<file path="config.mk">
export PLATFORM = sky130hd
export DESIGN_NAME = sfl_serdes_ctrl
export DESIGN_NICKNAME = d
export VERILOG_FILES = /design/src/rtl/sfl_pkg.sv /design/src/rtl/sfl_serdes_ctrl.sv
export SDC_FILE = /design/constraint.sdc
export NUM_CORES = 1
export LEC_CHECK = 0
export BUFFER_PORTS_ARGS = -buffer_cell sky130_fd_sc_hd__buf_2
export CORE_ASPECT_RATIO = 1.25
export CORE_MARGIN = 5
export CORE_UTILIZATION = 49
export DETAILED_ROUTE_END_ITERATION = 10
export PLACE_DENSITY_LB_ADDON = 0.12
export REMOVE_ABC_BUFFERS = 1
export SYNTH_ARGS = -nofsm -noshare
export SYNTH_HDL_FRONTEND = slang
export SYNTH_SLANG_ARGS = --single-unit
</file>
<file path="constraint.sdc">
create_clock -name ref_clk -period 2.4 [get_ports ref_clk]
set_clock_uncertainty 0.1 [all_clocks]
set_input_delay 0.24 -clock ref_clk [delete_from_list [all_inputs] [get_ports ref_clk]]
set_output_delay 0.24 -clock ref_clk [all_outputs]
set_load 0.05 [all_outputs]
</file>
<file path="src/rtl/sfl_pkg.sv">
// Constants, register map and field layout of the serdes control block
package sfl_pkg;

   // ----------------------------------------
   // Clock and rates
   // ----------------------------------------
   localparam int unsigned REF_CLK_MHZ = 100;
   localparam int unsigned STD_LANE_MHZ = 622;
   localparam int unsigned FEC_LANE_MHZ = 666;
   localparam real STD_DIV_MHZ = 155.52;
   localparam int unsigned FEC_DIV_MHZ = 166;
   localparam int unsigned POWERUP_FLUSH_CYCLES = 10;

   // ----------------------------------------
   // Data path shape
   // ----------------------------------------
   localparam int unsigned LANES = 4;
   localparam int unsigned FIFO_DEPTH = 9;
   localparam logic [3:0] FIFO_LAST = 4'h8;
   localparam logic [3:0] FIFO_FULL = 4'h9;
   localparam int unsigned SYNC_W = 11;

   // ----------------------------------------
   // Register offsets
   // ----------------------------------------
   localparam logic [11:0] CTRL_OFS = 12'h000;
   localparam logic [11:0] STATUS_OFS = 12'h004;
   localparam logic [11:0] EVENT_OFS = 12'h008;
   localparam logic [11:0] MASK_OFS = 12'h00C;

   // ----------------------------------------
   // Control fields
   // ----------------------------------------
   localparam int unsigned CTRL_AUTO_FLUSH = 0;
   localparam int unsigned CTRL_MUTE = 1;
   localparam int unsigned CTRL_POLARITY = 2;
   localparam int unsigned CTRL_INPUT_CHOICE = 3;
   localparam int unsigned CTRL_FLOAT = 4;
   localparam int unsigned CTRL_FEC = 5;
   localparam int unsigned CTRL_W = 6;
   localparam logic [5:0] CTRL_RESET = 6'h00;

   // ----------------------------------------
   // Event fields, shared by event and mask
   // ----------------------------------------
   localparam int unsigned EV_OVERFLOW = 0;
   localparam int unsigned EV_LOSS = 1;
   localparam int unsigned EV_MULT_UNLOCK = 2;
   localparam int unsigned EV_CDR_UNLOCK = 3;
   localparam int unsigned EV_W = 4;
   localparam logic [3:0] EV_RESET = 4'h0;
   localparam logic [3:0] MASK_RESET = 4'h0;

endpackage : sfl_pkg

</file>
<file path="src/rtl/sfl_serdes_ctrl.sv">
// Control and status logic around the serializer and deserializer
//
// Decided for this implementation: register access over APB and the register addresses.

// Overview of operation
// The multiplier lock flag follows the clock multiplier lock state.
// The overflow output is high while the transmit buffer is in overflow.
// The controller holds the flush input high for ten transmit lane clocks at power-up; this block makes no such pulse, the bench drives buffer_flush_in.
// A flush request empties and resets the transmit buffer.
// With auto flush enabled the buffer flushes itself on overflow, else flush is manual.
// All four receive lanes update together on the rising receive lane clock.
// Receive deserializing is MSB first, the first bit landing on lane 3.
// Lane clock and rate are 622 MHz standard and 666 MHz with error correction.
// The float control puts receive lanes and lane clock in high impedance.
// The input choice picks the primary input when low, the secondary when high.
// A divided clock of 155.52 or 166 MHz comes from the recovered clock.
// The recovery lock flag is high while clock recovery is locked.
// Internal loss is the XNOR of the optical loss input and the polarity bit.
// The signal loss flag is high while the corrected loss input reports loss.
// With mute enabled the receive data is forced low while loss persists.
// Transmit lanes are sampled on the rising lane clock and sent lane 3 first.
// The overflow flag stays high until the buffer is flushed, then falls.
module sfl_serdes_ctrl (
   // Clock and reset
   input wire logic ref_clk,
   input wire logic arst_n,
   // APB slave
   input wire logic psel,
   input wire logic penable,
   input wire logic pwrite,
   input wire logic [11:0] paddr,
   input wire logic [31:0] pwdata,
   output logic [31:0] prdata,
   output logic pready,
   output logic pslverr,
   // Transmit side pins
   input wire logic tx_lane_clock,
   input wire logic [3:0] tx_lane_in,
   input wire logic buffer_flush_in,
   input wire logic multiplier_locked_in,
   output logic multiplier_lock_flag,
   output logic tx_overflow,
   output logic tx_serial_out,
   // Receive side pins
   input wire logic primary_serial_in,
   input wire logic secondary_serial_in,
   input wire logic recovery_locked_in,
   input wire logic optical_loss_in,
   output logic [3:0] rx_lane_out,
   output logic rx_lane_oe,
   output logic rx_lane_clock,
   output logic rx_clock_oe,
   output logic recovered_div_clock,
   output logic recovery_lock_flag,
   output logic signal_loss_flag,
   // Interrupt
   output logic irq
);

   // ----------------------------------------
   // Functions
   // ----------------------------------------
   function automatic logic [3:0] ptr_inc(input logic [3:0] p);
      ptr_inc = (p == sfl_pkg::FIFO_LAST) ? 4'h0 : p + 4'h1;
   endfunction : ptr_inc

   // ----------------------------------------
   // Pin synchronisers
   // ----------------------------------------
   logic [10:0] sync_a;
   logic [10:0] sync_b;
   logic tx_clk_prev;
   wire [10:0] pin_vec = {tx_lane_clock, tx_lane_in, buffer_flush_in, multiplier_locked_in,
      recovery_locked_in, optical_loss_in, primary_serial_in, secondary_serial_in};

   always_ff @(posedge ref_clk or negedge arst_n) begin
      if (!arst_n) begin
         sync_a <= 11'h000;
         sync_b <= 11'h000;
         tx_clk_prev <= 1'b0;
      end else begin
         sync_a <= pin_vec;
         sync_b <= sync_a;
         tx_clk_prev <= sync_b[10];
      end
   end

   wire s_tx_clk = sync_b[10];
   wire [3:0] s_tx_lanes = sync_b[9:6];
   wire s_flush = sync_b[5];
   wire s_mult_lock = sync_b[4];
   wire s_cdr_lock = sync_b[3];
   wire s_opt_loss = sync_b[2];
   wire s_primary = sync_b[1];
   wire s_secondary = sync_b[0];
   // Transmit lanes taken on the rising lane clock
   wire tx_clk_rise = s_tx_clk & ~tx_clk_prev;

   // ----------------------------------------
   // Registers and APB decode
   // ----------------------------------------
   logic [5:0] ctrl;
   logic [3:0] events;
   logic [3:0] mask;

   wire apb_take = psel & penable & pready;
   wire apb_wr = apb_take & pwrite;
   wire sel_ctrl = paddr == sfl_pkg::CTRL_OFS;
   wire sel_status = paddr == sfl_pkg::STATUS_OFS;
   wire sel_event = paddr == sfl_pkg::EVENT_OFS;
   wire sel_mask = paddr == sfl_pkg::MASK_OFS;
   wire sel_any = sel_ctrl | sel_status | sel_event | sel_mask;

   wire auto_flush_enable = ctrl[sfl_pkg::CTRL_AUTO_FLUSH];
   wire mute_on_loss_enable = ctrl[sfl_pkg::CTRL_MUTE];
   wire loss_polarity = ctrl[sfl_pkg::CTRL_POLARITY];
   wire serial_input_choice = ctrl[sfl_pkg::CTRL_INPUT_CHOICE];
   wire rx_output_float = ctrl[sfl_pkg::CTRL_FLOAT];
   wire fec_mode = ctrl[sfl_pkg::CTRL_FEC];

   always_ff @(posedge ref_clk or negedge arst_n) begin
      if (!arst_n) begin
         ctrl <= sfl_pkg::CTRL_RESET;
         mask <= sfl_pkg::MASK_RESET;
      end else begin
         if (apb_wr && sel_ctrl) begin
            ctrl <= pwdata[5:0];
         end
         if (apb_wr && sel_mask) begin
            mask <= pwdata[3:0];
         end
      end
   end

   // ----------------------------------------
   // Transmit elastic buffer
   // ----------------------------------------
   logic [3:0] fifo_mem [0:8];
   logic [3:0] wr_ptr;
   logic [3:0] rd_ptr;
   logic [3:0] fifo_count;
   logic ovf_flag;
   logic [3:0] phase;

   // Auto flush fires the cycle after the flag rises
   wire auto_flush = ovf_flag & auto_flush_enable;
   // Manual flush from the framer, also the power-up clearing pulse
   wire do_flush = s_flush | auto_flush;
   wire fifo_full = fifo_count == sfl_pkg::FIFO_FULL;
   wire fifo_empty = fifo_count == 4'h0;
   wire fifo_push = tx_clk_rise & ~fifo_full & ~do_flush;
   wire word_slot = phase[1:0] == 2'h3;
   wire fifo_pop = word_slot & ~fifo_empty & ~do_flush;
   // Word lost on a full buffer marks overflow
   wire ovf_event = tx_clk_rise & fifo_full & ~do_flush;
   wire [3:0] next_count = fifo_count + {3'h0, fifo_push} - {3'h0, fifo_pop};

   genvar gi;
   generate
      for (gi = 0; gi < sfl_pkg::FIFO_DEPTH; gi++) begin : g_slot
         always_ff @(posedge ref_clk or negedge arst_n) begin
            if (!arst_n) begin
               fifo_mem[gi] <= 4'h0;
            end else if (fifo_push && wr_ptr == gi) begin
               fifo_mem[gi] <= s_tx_lanes;
            end
         end
      end
   endgenerate

   always_ff @(posedge ref_clk or negedge arst_n) begin
      if (!arst_n) begin
         wr_ptr <= 4'h0;
         rd_ptr <= 4'h0;
         fifo_count <= 4'h0;
      end else if (do_flush) begin
         // Flush empties and resets the buffer
         wr_ptr <= 4'h0;
         rd_ptr <= 4'h0;
         fifo_count <= 4'h0;
      end else begin
         if (fifo_push) begin
            wr_ptr <= ptr_inc(wr_ptr);
         end
         if (fifo_pop) begin
            rd_ptr <= ptr_inc(rd_ptr);
         end
         fifo_count <= next_count;
      end
   end

   // Sticky until a flush, never cleared by software
   always_ff @(posedge ref_clk or negedge arst_n) begin
      if (!arst_n) begin
         ovf_flag <= 1'b0;
      end else if (ovf_event) begin
         ovf_flag <= 1'b1;
      end else if (do_flush) begin
         ovf_flag <= 1'b0;
      end
   end

   // ----------------------------------------
   // Serializer
   // ----------------------------------------
   logic [3:0] tx_shift;
   // Idle slots send zeros rather than stale data
   wire [3:0] tx_word = fifo_pop ? fifo_mem[rd_ptr] : 4'h0;

   always_ff @(posedge ref_clk or negedge arst_n) begin
      if (!arst_n) begin
         tx_shift <= 4'h0;
         tx_serial_out <= 1'b0;
      end else begin
         tx_serial_out <= tx_shift[3];
         if (word_slot) begin
            tx_shift <= tx_word;
         end else begin
            tx_shift <= {tx_shift[2:0], 1'b0};
         end
      end
   end

   // ----------------------------------------
   // Receive path
   // ----------------------------------------
   logic [2:0] rx_shift;
   // Model runs one bit per ref clock, so lane clock is ref/4
   // and the divided clock ref/16; fec_mode only scales the real rates.
   wire [3:0] next_phase = phase + 4'h1;
   wire rx_bit = serial_input_choice ? s_secondary : s_primary;
   wire loss = ~(s_opt_loss ^ loss_polarity);
   wire mute = mute_on_loss_enable & loss;
   wire lane_edge = next_phase[1:0] == 2'h2;
   // First bit of the group ends up on lane 3
   wire [3:0] rx_word = {rx_shift, rx_bit};

   always_ff @(posedge ref_clk or negedge arst_n) begin
      if (!arst_n) begin
         phase <= 4'h0;
         rx_shift <= 3'h0;
         rx_lane_out <= 4'h0;
         rx_lane_clock <= 1'b0;
         recovered_div_clock <= 1'b0;
      end else begin
         phase <= next_phase;
         rx_shift <= rx_word[2:0];
         rx_lane_clock <= next_phase[1];
         recovered_div_clock <= next_phase[3];
         if (lane_edge) begin
            // All lanes change with the rising lane clock
            rx_lane_out <= mute ? 4'h0 : rx_word;
         end else if (mute) begin
            rx_lane_out <= 4'h0;
         end
      end
   end

   // ----------------------------------------
   // Status outputs
   // ----------------------------------------
   logic mult_prev;
   logic cdr_prev;

   always_ff @(posedge ref_clk or negedge arst_n) begin
      if (!arst_n) begin
         multiplier_lock_flag <= 1'b0;
         recovery_lock_flag <= 1'b0;
         signal_loss_flag <= 1'b0;
         tx_overflow <= 1'b0;
         rx_lane_oe <= 1'b0;
         rx_clock_oe <= 1'b0;
         mult_prev <= 1'b0;
         cdr_prev <= 1'b0;
      end else begin
         multiplier_lock_flag <= s_mult_lock;
         recovery_lock_flag <= s_cdr_lock;
         signal_loss_flag <= loss;
         tx_overflow <= ovf_flag;
         rx_lane_oe <= ~rx_output_float;
         rx_clock_oe <= ~rx_output_float;
         mult_prev <= s_mult_lock;
         cdr_prev <= s_cdr_lock;
      end
   end

   // ----------------------------------------
   // Loss edge detector
   // ----------------------------------------
   logic loss_prev;

   // Resets high, so the still empty synchronisers cannot fake a loss edge
   always_ff @(posedge ref_clk or negedge arst_n) begin
      if (!arst_n) begin
         loss_prev <= 1'b1;
      end else begin
         loss_prev <= loss;
      end
   end

   // ----------------------------------------
   // Interrupt events
   // ----------------------------------------
   wire [3:0] ev_set;
   assign ev_set[sfl_pkg::EV_OVERFLOW] = ovf_event;
   assign ev_set[sfl_pkg::EV_LOSS] = loss & ~loss_prev;
   assign ev_set[sfl_pkg::EV_MULT_UNLOCK] = mult_prev & ~s_mult_lock;
   assign ev_set[sfl_pkg::EV_CDR_UNLOCK] = cdr_prev & ~s_cdr_lock;
   wire [3:0] ev_clr = (apb_wr && sel_event) ? pwdata[3:0] : 4'h0;
   // Set beats a same-cycle write-one clear
   wire [3:0] next_events = (events & ~ev_clr) | ev_set;

   always_ff @(posedge ref_clk or negedge arst_n) begin
      if (!arst_n) begin
         events <= sfl_pkg::EV_RESET;
         irq <= 1'b0;
      end else begin
         events <= next_events;
         irq <= |(next_events & mask);
      end
   end

   // ----------------------------------------
   // APB answer
   // ----------------------------------------
   wire [31:0] status_word = {22'h00_0000, fifo_count, fec_mode, s_cdr_lock, s_mult_lock,
      loss, ovf_flag, auto_flush};
   wire [31:0] rd_mux = sel_ctrl ? {26'h000_0000, ctrl} :
      sel_status ? status_word :
      sel_event ? {28'h000_0000, events} :
      sel_mask ? {28'h000_0000, mask} : 32'h0000_0000;

   // One wait state keeps prdata and pready straight from flops
   always_ff @(posedge ref_clk or negedge arst_n) begin
      if (!arst_n) begin
         pready <= 1'b0;
         prdata <= 32'h0000_0000;
         pslverr <= 1'b0;
      end else begin
         pready <= psel & penable & ~pready;
         prdata <= (psel && penable && !pwrite) ? rd_mux : 32'h0000_0000;
         pslverr <= psel & penable & ~pready & ~sel_any;
      end
   end

endmodule : sfl_serdes_ctrl

</file>
# == Word-level counts from Yosys, hierarchy flattened ==
# Cells that the tools add are included.
# classes
n_eq_ne,15
n_mux,24
bitwise,38
n_addsub,5
magnitude_cmp,1
reduce_logical,23
# op_table
cell,count
$mux 4,17
$mux 10,3
$eq 12x4->1 const B,2
$and 1x1->1,17
$bmux 4 s4,1
$eq 4x3->1 const B,4
$logic_and 1x1->1,14
$add 4x1->4 const B,3
$eq 12x3->1 const B,1
$eq 4x4->1 const B,3
$logic_not 12->1,1
$not 1->1,11
$and 4x4->4,2
$eq 4x2->1 const B,2
$logic_not 4->1,2
$reduce_bool 2->1,4
$ge 5x5->1 const B,1
$not 4->5,1
$add 4x1->4,1
$eq 2x2->1 const B,2
$eq 4x1->1 const B,1
$not 4->4,1
$or 1x1->1,4
$or 4x4->4,1
other kinds (5),7
# word_totals
reg_bits,123
elab_cells,142

# == Depth between registers and ports, before layout ==
# Gate-level depths: netlist (run 1).
# logic_depth
depth_word,10
mapped_depth,12
mapped_depth_nobuf,12

# == Worst setup path before layout (run 1) ==
# No wires, ideal clock.
# synth_path
path_type,input-to-reg
from,in paddr[9]
to,reg ctrl[0]
arrival_time_ps,2235
slack_ps,-60
required_ps,2175
cell_stages,6
cell_sequence,or4_4 > or4_4 > buf_6 > or4_4 > buf_6 > mux2_4
# synth_between
elab_chain_len,2
# synth_lines
element,line_no,rtl
"start, declared",sfl_serdes_ctrl.sv:31,"input wire logic [11:0] paddr,"
$logic_not 12->1,sfl_serdes_ctrl.sv:108,wire sel_ctrl = paddr == sfl_pkg::CTRL_OFS;
$logic_and 1x1->1,sfl_serdes_ctrl.sv:126,if (apb_wr && sel_ctrl) begin
"end signal, assigned",sfl_serdes_ctrl.sv:123,ctrl <= sfl_pkg::CTRL_RESET;
"end signal, assigned",sfl_serdes_ctrl.sv:127,ctrl <= pwdata[5:0];
"end, declared",sfl_serdes_ctrl.sv:102,logic [5:0] ctrl;
# Every way passes these cells.
# A chain may end at the register's enable or synchronous reset.

# == Worst setup path after layout (run 1) ==
# layout_path
from,reg fifo_count[2]
to,reg fifo_mem[35] in the netlist's numbering
# layout_between
elab_chain_len,5
# layout_lines
element,line_no,rtl
"start, declared",sfl_serdes_ctrl.sv:141,logic [3:0] fifo_count;
"start signal, assigned",sfl_serdes_ctrl.sv:188,fifo_count <= next_count;
$eq 4x4->1,sfl_serdes_ctrl.sv:149,wire fifo_full = fifo_count == sfl_pkg::FIFO_FULL;
$not 1->1,sfl_serdes_ctrl.sv:151,wire fifo_push = tx_clk_rise & ~fifo_full & ~do_flush;
$and 1x1->1 (2 in a row),sfl_serdes_ctrl.sv:151,
$logic_and 1x1->1,sfl_serdes_ctrl.sv:164,end else if (fifo_push && wr_ptr == gi) begin
"end signal, assigned by index",sfl_serdes_ctrl.sv:165,fifo_mem[gi] <= s_tx_lanes;
"end, declared",sfl_serdes_ctrl.sv:138,logic [3:0] fifo_mem [0:8];
# Every way passes these cells.

==> flow_summary.toml, run 1 <==
[status]
status = "complete, no violations"

[synth]
synth-edff-count = 0
synth_common_cells = "dfrtp_1, mux2_2, buf_4, nand2_1, nor2_1"
ys.flop_type = "dfrtp_1"
synth_top_area_share_pct = 56.9
synth.distinct_cells = 48
synth_top_family_by_area = "multiplexers"
synth.most_common_cell = "dfrtp_1"
synth-xor-area-share_pct = 0.996
synth_seq_cells = 121
synth_area_per_cell_um2 = 13.3
synth_area_leaders = "dfrtp_1, mux2_2, mux4_2, ha_1, buf_4"
yosys.area_share.simple_pct = 10.0
synthMuxAreaShare_pct = 16.3
synth_area_um2 = 5270
synth_fa_ha_area_share_pct = 3.70
synth_compound_area_share_pct = 6.14
ys_seq_area_share_pct = 57.4
async_flop_share_pct = 100
synth_top_cell_by_area = "dfrtp_1"
yosysWarnings = 0
synthCells = 398

[hold_path]
min_path_type = "input pin to flop"

[critical_path]
r2r_end = "fifo_mem[35]$_DFFE_PN0P_"
critical_path_arrival_ps = 2470
startpoint_type = "flop"
critPathRequiredTime_ps = 2590
r2r_cells = 8
cp-endpoint = "fifo_mem[35]$_DFFE_PN0P_"
path_max_fanout = 4
rrSetupSlack_ps = 110
critPathLaunch = "fifo_count[2]$_DFF_PN0_"
r2r-start = "fifo_count[2]$_DFF_PN0_"
crit_type = "flop to flop"
end_kind = "flop"

[timing]
worstMarginPinSlew_ps = 698
hold_slack_ps = 33.6
clock.fmax_mhz = 437
slew_violations = 0
hold_viol = 0
final.setup.tns_ps = 0
period_share_pct = 95.4
slew_headroom_pct = 53.5
setup_viol = 0
period_needed_ps = 2290
worst_slack_ps = 110

[grt]
globalRouteOverflowTotal = 0
grtUsageTotal_pct = 17.5
grt_pass1_vias = 3479
grt_max_degree = 59
grt_first_pass_wirelength_mm = 17.4
grt_antenna_before_repair = 0

[final_layout]
fill_cells = 846
antennaDiodeCount = 0
syn_to_final_growth_pct = 25.2
final_nets = 586
layout-drive-gt1-share_pct = 34.9

[routing]
post-route-drc-count = 0
vias_per_cell = 5.15
ant_nets = 0
vias = 3381
drt-pass1-iter-count = 4
wirelength_mm = 10.4
wl_per_cell_um = 15.9
drtIter0Drc = 152

[power_and_ir_drop]
power_frac_seq_pct = 42.0
p_int_uw = 4120
leakage_uw = 0.00326
switching_share_pct = 23.3
p_clk_share_pct = 46.2
peakVddDrop_v = 0.000423
p_per_area_nw_per_um2 = 813
p_comb_share_pct = 11.8
total_power_uw = 5370
power_switching_uw = 1250

[floorplan]
die_width_um = 103
start_util_pct = 49.9
core_region_area_um2 = 10600
io_pins = 108
die_h_um = 126
die_area_um2 = 13000
core.rowCount = 42

[clock_tree]
clock_latency_ps = 400
cts-root-buf = "clkbuf_16"
cts.reportedPaths.clkPinSlew_ps = 50
htree_levels = 4
cts_tree = "yes"
clock_path_buffers = 2
cts.sinks = 121
numCtsBuffers = 17

[place]
port_buffers = 59
routabilityCongestion = 0.796
dp_hpwl_mm = 7.42
pre_cts_slack_ps = -83.1

[job]
cap_violations = 0
## cell usage in the layout (no fill, tap or decap), drive strengths merged, types with 7 or more instances in the layout
cell	netlist	final
a21o	7	7
a21oi	12	12
and2	7	7
buf	26	90
clkbuf	6	24
conb	1	22
dfrtp	120	120
dlygate4sd3	0	15
ha	14	14
inv	14	14
mux2	47	47
mux2i	13	13
mux4	8	8
nand2	18	18
nor2	16	16
nor2b	8	8
o21ai	10	10
## metrics by stage
step                      instance area, um2  cells  utilization (%)
after floorplan                         5130    387                -
after global placement                  5830    608             55.2
after detailed placement                5830    608             55.2
after CTS                               6570    655             62.2
after global routing                    6610    656             62.5
final                                   6610    656             62.5
## sequential cells by signal, indices dropped and copies added, names as in the netlist, 3 cells and up
signal and flops:
tx_shift 4, prdata 10, rd_ptr 4, sync_b 11, fifo_mem 36, fifo_count 4, mask 4, wr_ptr 4
events 4, phase 4, rx_shift 3, rx_lane_out 4, sync_a 11, ctrl 6
## layer usage
layer | GRT usage, % | up-vias | routed length (um)
met1 | 21.7 | 1707 | 4200
met3 | 4.59 | 16 | 402
met5 | 0 | - | 0
li1 | - | 1604 | -
met4 | 7.62 | 0 | 199
met2 | 28.6 | 54 | 5630
## how the worst min path moves through the flow
stage	from	to	depth (start not counted)
6_report	pwdata[1]	ctrl[1]$_DFFE_PN0P_	2
5_1_grt	pwdata[1]	ctrl[1]$_DFFE_PN0P_	2
4_1_cts	pwdata[1]	ctrl[1]$_DFFE_PN0P_	2
3_5_place_dp	arst_n	sync_a[2]$_DFF_PN0_	1
3_3_place_gp	arst_n	sync_a[2]$_DFF_PN0_	1
2_1_floorplan	arst_n	cdr_prev$_DFF_PN0_	0
## area by class of cell
cell class	count	area [um2]	share of cell area, %
multi-input combinational	251	2080	31.5
timing repair buffer	105	693	10.5
clock buffer	24	462	6.99
clock inverter	8	120	1.82
sequential	121	3030	45.9
inverter	15	56.3	0.852
tap	132	165	2.50
## cells by family (layout without fill, tap and decap cells)
family | Yosys count | in the layout
AOI/OAI and AO/OA | 48 | 48
xor gates and xnor gates | 6 | 6
adders and majority gates | 15 | 15
buffers and inverters | 47 | 152
DFF | 121 | 121
muxes | 68 | 68
other | 1 | 22
and+or+nand+nor | 92 | 92
## critical path, cell delays in order (launching register included)
cell	delay (ps)
dfrtp_1	330
inv_1	50
buf_4	130
ha_1	180
nand3b_1	130
nand3_1	130
buf_4	150
or4b_1	650
mux2_2	320
## power groups by stage
stage | clock, uW | sequential [uW] | combinational (uW)
final | 2480 | 2250 | 636
after global routing | 2640 | 2270 | 702
after CTS | 2550 | 2250 | 609
after detailed placement | 0 | 2290 | 584
after global placement | 0 | 2280 | 573
after floorplan | 0 | 2300 | 348
## what timing repair did
item | in CTS | in global routing
setup buffers | 0 | 1
hold buffers | 15 | 0
pin swaps | 0 | 1
endpoints found under the setup margin | 3 | 11
endpoints found under the hold margin | 54 | 0
gates resized for setup | 1 | 5
Power figures use the tool's default switching activity.
==> run 2: changes to the inputs <==
CORE_UTILIZATION = 41   (was 49)
==> run 2 against run 1 <==
Routed wire length up 5.8%; worst setup slack gained 6.0 ps; critical path type unchanged; non-clock buffer count is 4 higher; fmax rose by 0.26%; sequential share of layout area fell by 1.2 points.
==> flow_summary.toml, run 2 (same netlist as run 1, synthesis figures left out) <==
[routing]
ant_nets = 0
post-route-drc-count = 0
drt-pass1-iter-count = 4
wl_per_cell_um = 15.9
drtIter0Drc = 167
vias_per_cell = 4.87
wirelength_mm = 11.0
vias = 3389

[clock_tree]
cts.reportedPaths.clkPinSlew_ps = 60
clock_latency_ps = 410
numCtsBuffers = 17
clock_path_buffers = 2
cts.sinks = 121
cts-root-buf = "clkbuf_16"
cts_tree = "yes"
htree_levels = 4

[final_layout]
top_regs = "fifo_mem: 36 flops, sync_a: 11 flops, sync_b: 11 flops"
largest_reg_flops = 36
final_nets = 590
top_register = "fifo_mem"
fin_util_pct = 53.6
syn_to_final_growth_pct = 28.6
fill_cells = 1119
layout-drive-gt1-share_pct = 36.9
antennaDiodeCount = 0
final_cell_mix = "dfrtp_1, buf_2, mux2_2, buf_4, conb_1"
final_common_cell = "dfrtp_1"

[grt]
grt_antenna_before_repair = 0
grt_pass1_vias = 3565
grt_first_pass_wirelength_mm = 18.2
globalRouteOverflowTotal = 0
grtUsageTotal_pct = 15.6
grt_max_degree = 53

[power_and_ir_drop]
p_per_area_nw_per_um2 = 848
peakVddDrop_v = 0.000500
leakage_uw = 0.00332

[place]
dp_hpwl_mm = 7.80
pre_cts_slack_ps = -90.2
port_buffers = 59
routabilityCongestion = 0.796

[floorplan]
die_h_um = 137
die_area_um2 = 15200
io_pins = 108
core_region_area_um2 = 12700
start_util_pct = 41.7
core.rowCount = 46
die_width_um = 111

[job]
cap_violations = 0

[timing]
clock.fmax_mhz = 438
hold_slack_ps = 28.8
hold_viol = 0
slew_headroom_pct = 50.3
worstMarginPinSlew_ps = 745
slew_violations = 0
setup_viol = 0
worst_slack_ps = 116
final.setup.tns_ps = 0
period_share_pct = 95.2
period_needed_ps = 2280

[hold_path]
min_path_type = "input pin to flop"
worstHoldPathCells = 2
worstHoldStart = "pwdata[0]"

[critical_path]
startpoint_type = "flop"
end_kind = "flop"
crit_type = "flop to flop"
critical_path_arrival_ps = 2480
r2r_cells = 10
r2r-start = "fifo_count[2]$_DFF_PN0_"
critPathRequiredTime_ps = 2600
path_max_fanout = 8
critPathLaunch = "fifo_count[2]$_DFF_PN0_"

[status]
status = "complete, no violations"
-- run 2: changes by cell type in the layout (fill, tap and decap cells not counted), sizes merged --
cell	delta
clkbuf	-5
buf	+3
bufinv	+2
clkinv	+2
inv	+2
clkinvlp	-1
dlygate4sd3	+1
-- run 2: worst paths after layout --
path	to	slack [ps]
hold reg to reg	sync_b[5]$_DFF_PN0_	240
hold / removal	ctrl[0]$_DFFE_PN0P_	30
max in group asynchronous	loss_prev$_DFF_PN1_	1180
setup reg to reg	fifo_mem[30]$_DFFE_PN0P_	120
min in group asynchronous	sync_b[2]$_DFF_PN0_	240
setup / recovery	fifo_mem[30]$_DFFE_PN0P_	120
-- run 2: critical path, cell delays in order (launching register included) --
cell	delay [ps]
dfrtp_1	350
inv_2	40
buf_4	130
ha_1	190
nand3b_1	130
nand3_1	130
buf_4	160
buf_4	160
nor4b_1	250
buf_4	200
mux2_2	330
-- run 2: layout make-up --
| class | count | area, um2 | share of cell area (%) |
|---|---|---|---|
| timing repair buffer | 109 | 726 | 10.7 |
| clock inverter | 13 | 215 | 3.17 |
| clock buffer | 19 | 453 | 6.68 |
| multi-input combinational | 251 | 2090 | 30.9 |
| tap | 168 | 210 | 3.10 |
| sequential | 121 | 3030 | 44.7 |
| inverter | 15 | 56.3 | 0.830 |
-- run 2: report_power, final --
part | total, uW | internal (uW) | switching, uW | leakage, uW
clock | 2850 | 1910 | 941 | 0.000324
combinational | 651 | 313 | 338 | 0.00144
sequential | 2250 | 2160 | 89.1 | 0.00156
total | 5750 | 4380 | 1370 | 0.00332
-- run 2: repair_timing --
| action | in CTS | in global routing |
|---|---|---|
| hold endpoints to repair | 56 | 0 |
| hold buffers | 16 | 0 |
| setup endpoints to repair | 1 | 14 |
| pin swaps | 0 | 0 |
| resized for setup | 1 | 9 |
| buffers inserted | 0 | 1 |
| cloned | 0 | 0 |
-- run 2: metal layers --
layer	GRT usage (%)	routed length, um	vias up
met2	27.0	5850	58
met5	0	0	-
met1	17.8	4510	1706
li1	-	-	1610
met4	6.83	201	0
met3	5.17	470	15
-- run 2: metrics by stage --
| stage | power (uW) | instances | cell area [um2] |
|---|---|---|---|
| finish | 5750 | 696 | 6780 |
| global route | 5980 | 696 | 6780 |
| CTS | 5790 | 695 | 6730 |
| detailed placement | 2880 | 647 | 5900 |
| global placement | 2870 | 647 | 5900 |
| floorplan | 2650 | 387 | 5130 |
==> run 3: changes to the inputs <==
RECOVER_POWER = 100   (was not set)
==> run 3 against run 2 <==
Combinational power shrank 2%; global-route usage is the same; total power shrank 0.24%; worst setup slack gained 7.2 ps; clock-buffer cell count is the same; die area is the same; core utilization shrank 0.57 points; first-iteration DRC count shrank 14%; cell area shrank 1.1%; largest power group unchanged.
==> flow_summary.toml, run 3 (same netlist as run 1, synthesis figures left out) <==
[timing]
clock.fmax_mhz = 439
worstMarginPinSlew_ps = 1080
slew_headroom_pct = 27.9
final.setup.tns_ps = 0
hold_viol = 0
setup_viol = 0
slew_violations = 0
period_needed_ps = 2280
period_share_pct = 94.9

[routing]
wirelength_mm = 11.1
vias_per_cell = 4.86
post-route-drc-count = 0
drtIter0Drc = 144
vias = 3383
wl_per_cell_um = 16.0
drt-pass1-iter-count = 4
ant_nets = 0

[critical_path]
r2r_end = "fifo_count[1]$_DFF_PN0_"
r2r-start = "fifo_count[2]$_DFF_PN0_"
critical_path_arrival_ps = 2480
startpoint_type = "flop"
path_max_fanout = 2
end_kind = "flop"
crit_type = "flop to flop"
rrSetupSlack_ps = 120
r2r_cells = 10
critPathRequiredTime_ps = 2600

[grt]
globalRouteOverflowTotal = 0
grt_pass1_vias = 3565
grt_max_degree = 53
grtUsageTotal_pct = 15.6
grt_antenna_before_repair = 0
grt_first_pass_wirelength_mm = 18.2

[clock_tree]
clock_latency_ps = 410
cts_tree = "yes"
clock_path_buffers = 2
htree_levels = 4
numCtsBuffers = 17
cts.sinks = 121
cts-root-buf = "clkbuf_16"
cts.reportedPaths.clkPinSlew_ps = 50

[final_layout]
top_register = "fifo_mem"
layout-drive-gt1-share_pct = 30.1
largest_reg_flops = 36
fill_cells = 1148
antennaDiodeCount = 0
final_area_um2 = 6710
syn_to_final_growth_pct = 27.3
final_cell_mix = "dfrtp_1, mux2_2, clkbuf_1, buf_2, buf_4"
final_nets = 590
top_regs = "fifo_mem: 36 flops, sync_a: 11 flops, sync_b: 11 flops"
final_common_cell = "dfrtp_1"
fin_util_pct = 53.0

[power_and_ir_drop]
p_int_uw = 4370
switching_share_pct = 23.8
power_switching_uw = 1370
total_power_uw = 5740
p_clk_share_pct = 49.6
p_comb_share_pct = 11.1
peakVddDrop_v = 0.000500
leakage_uw = 0.00320
p_per_area_nw_per_um2 = 855
power_frac_seq_pct = 39.3

[place]
routabilityCongestion = 0.796
dp_hpwl_mm = 7.80
port_buffers = 59
place_area_um2 = 5900

[hold_path]
holdPathEnd = "ctrl[0]$_DFFE_PN0P_"
min_path_type = "input pin to flop"
worstHoldPathCells = 2
worstHoldStart = "pwdata[0]"

[floorplan]
core.rowCount = 46
core_region_area_um2 = 12700
io_pins = 108
die_area_um2 = 15200
start_util_pct = 41.7
die_h_um = 137
die_width_um = 111

[status]
status = "complete, no violations"

[job]
cap_violations = 0
run 3: changes by cell type in the layout (fill, tap and decap cells not counted), sizes merged:
cell,before,now
clkbuf,19,56
buf,93,56
run 3: stage by stage:
stage	hold slack (ps)	worst slack (ps)	cells
after floorplan	-156	-43.5	387
final	29.0	123	696
after detailed placement	164	-90.2	647
after CTS	2.43	45.0	695
after global placement	162	-96.3	647
after global routing	18.8	-12.8	696
run 3: how the worst max path moves through the flow:
stage	to	startpoint	slack, ps	cells after the start
floorplan	fifo_count[1]$_DFF_PN0_	phase[1]$_DFF_PN0_	-40	8
global placement	prdata[1]$_DFF_PN0_	paddr[9]	-100	6
detailed placement	prdata[1]$_DFF_PN0_	paddr[9]	-90	6
CTS	fifo_mem[21]$_DFFE_PN0P_	fifo_count[2]$_DFF_PN0_	40	10
global route	fifo_count[1]$_DFF_PN0_	fifo_count[2]$_DFF_PN0_	-10	10
finish	fifo_count[1]$_DFF_PN0_	fifo_count[2]$_DFF_PN0_	120	10
run 3: cell type report:
class / instances / area [um2] / share of cell area [%]
Clock buffer: 19 / 453 / 6.75
Clock inverter: 13 / 215 / 3.21
Inverter: 15 / 56.3 / 0.839
Multi-Input combinational cell: 251 / 2090 / 31.1
Sequential cell: 121 / 3030 / 45.1
Tap cell: 168 / 210 / 3.13
Timing Repair Buffer: 109 / 661 / 9.84
run 3: per-layer routing:
layer  part of all wire, %  wire [um]  vias to the layer above  GRT usage (%)
li1                      -          -                     1610              -
met1                    41       4570                     1698           17.8
met2                    53       5850                       60           27.0
met3                   4.3        482                       15           5.17
met4                   1.9        206                        0           6.83
met5                     0          0                        -              0
run 3: power by group through the flow:
stage	Sequential [uW]	Clock, uW	Combinational, uW
after floorplan	2300	0	348
after global placement	2280	0	592
after detailed placement	2290	0	599
after CTS	2250	2910	626
after global routing	2270	3000	705
final	2250	2850	639
run 3: worst max-delay path: stages, from the launching register on:
cell and delay (ps):
dfrtp_1 380, inv_2 60, ha_1 140, nor3b_4 210, nand2b_4 170, nor2_1 40, ha_1 280, inv_1 60
ha_2 180, fa_2 420, and2_1 140
run 3: timing repair:
item	CTS	global route
hold buffers	16	0
buffers inserted	0	1
endpoints found under the setup margin	1	14
hold endpoints to repair	56	0
resized for setup	1	9
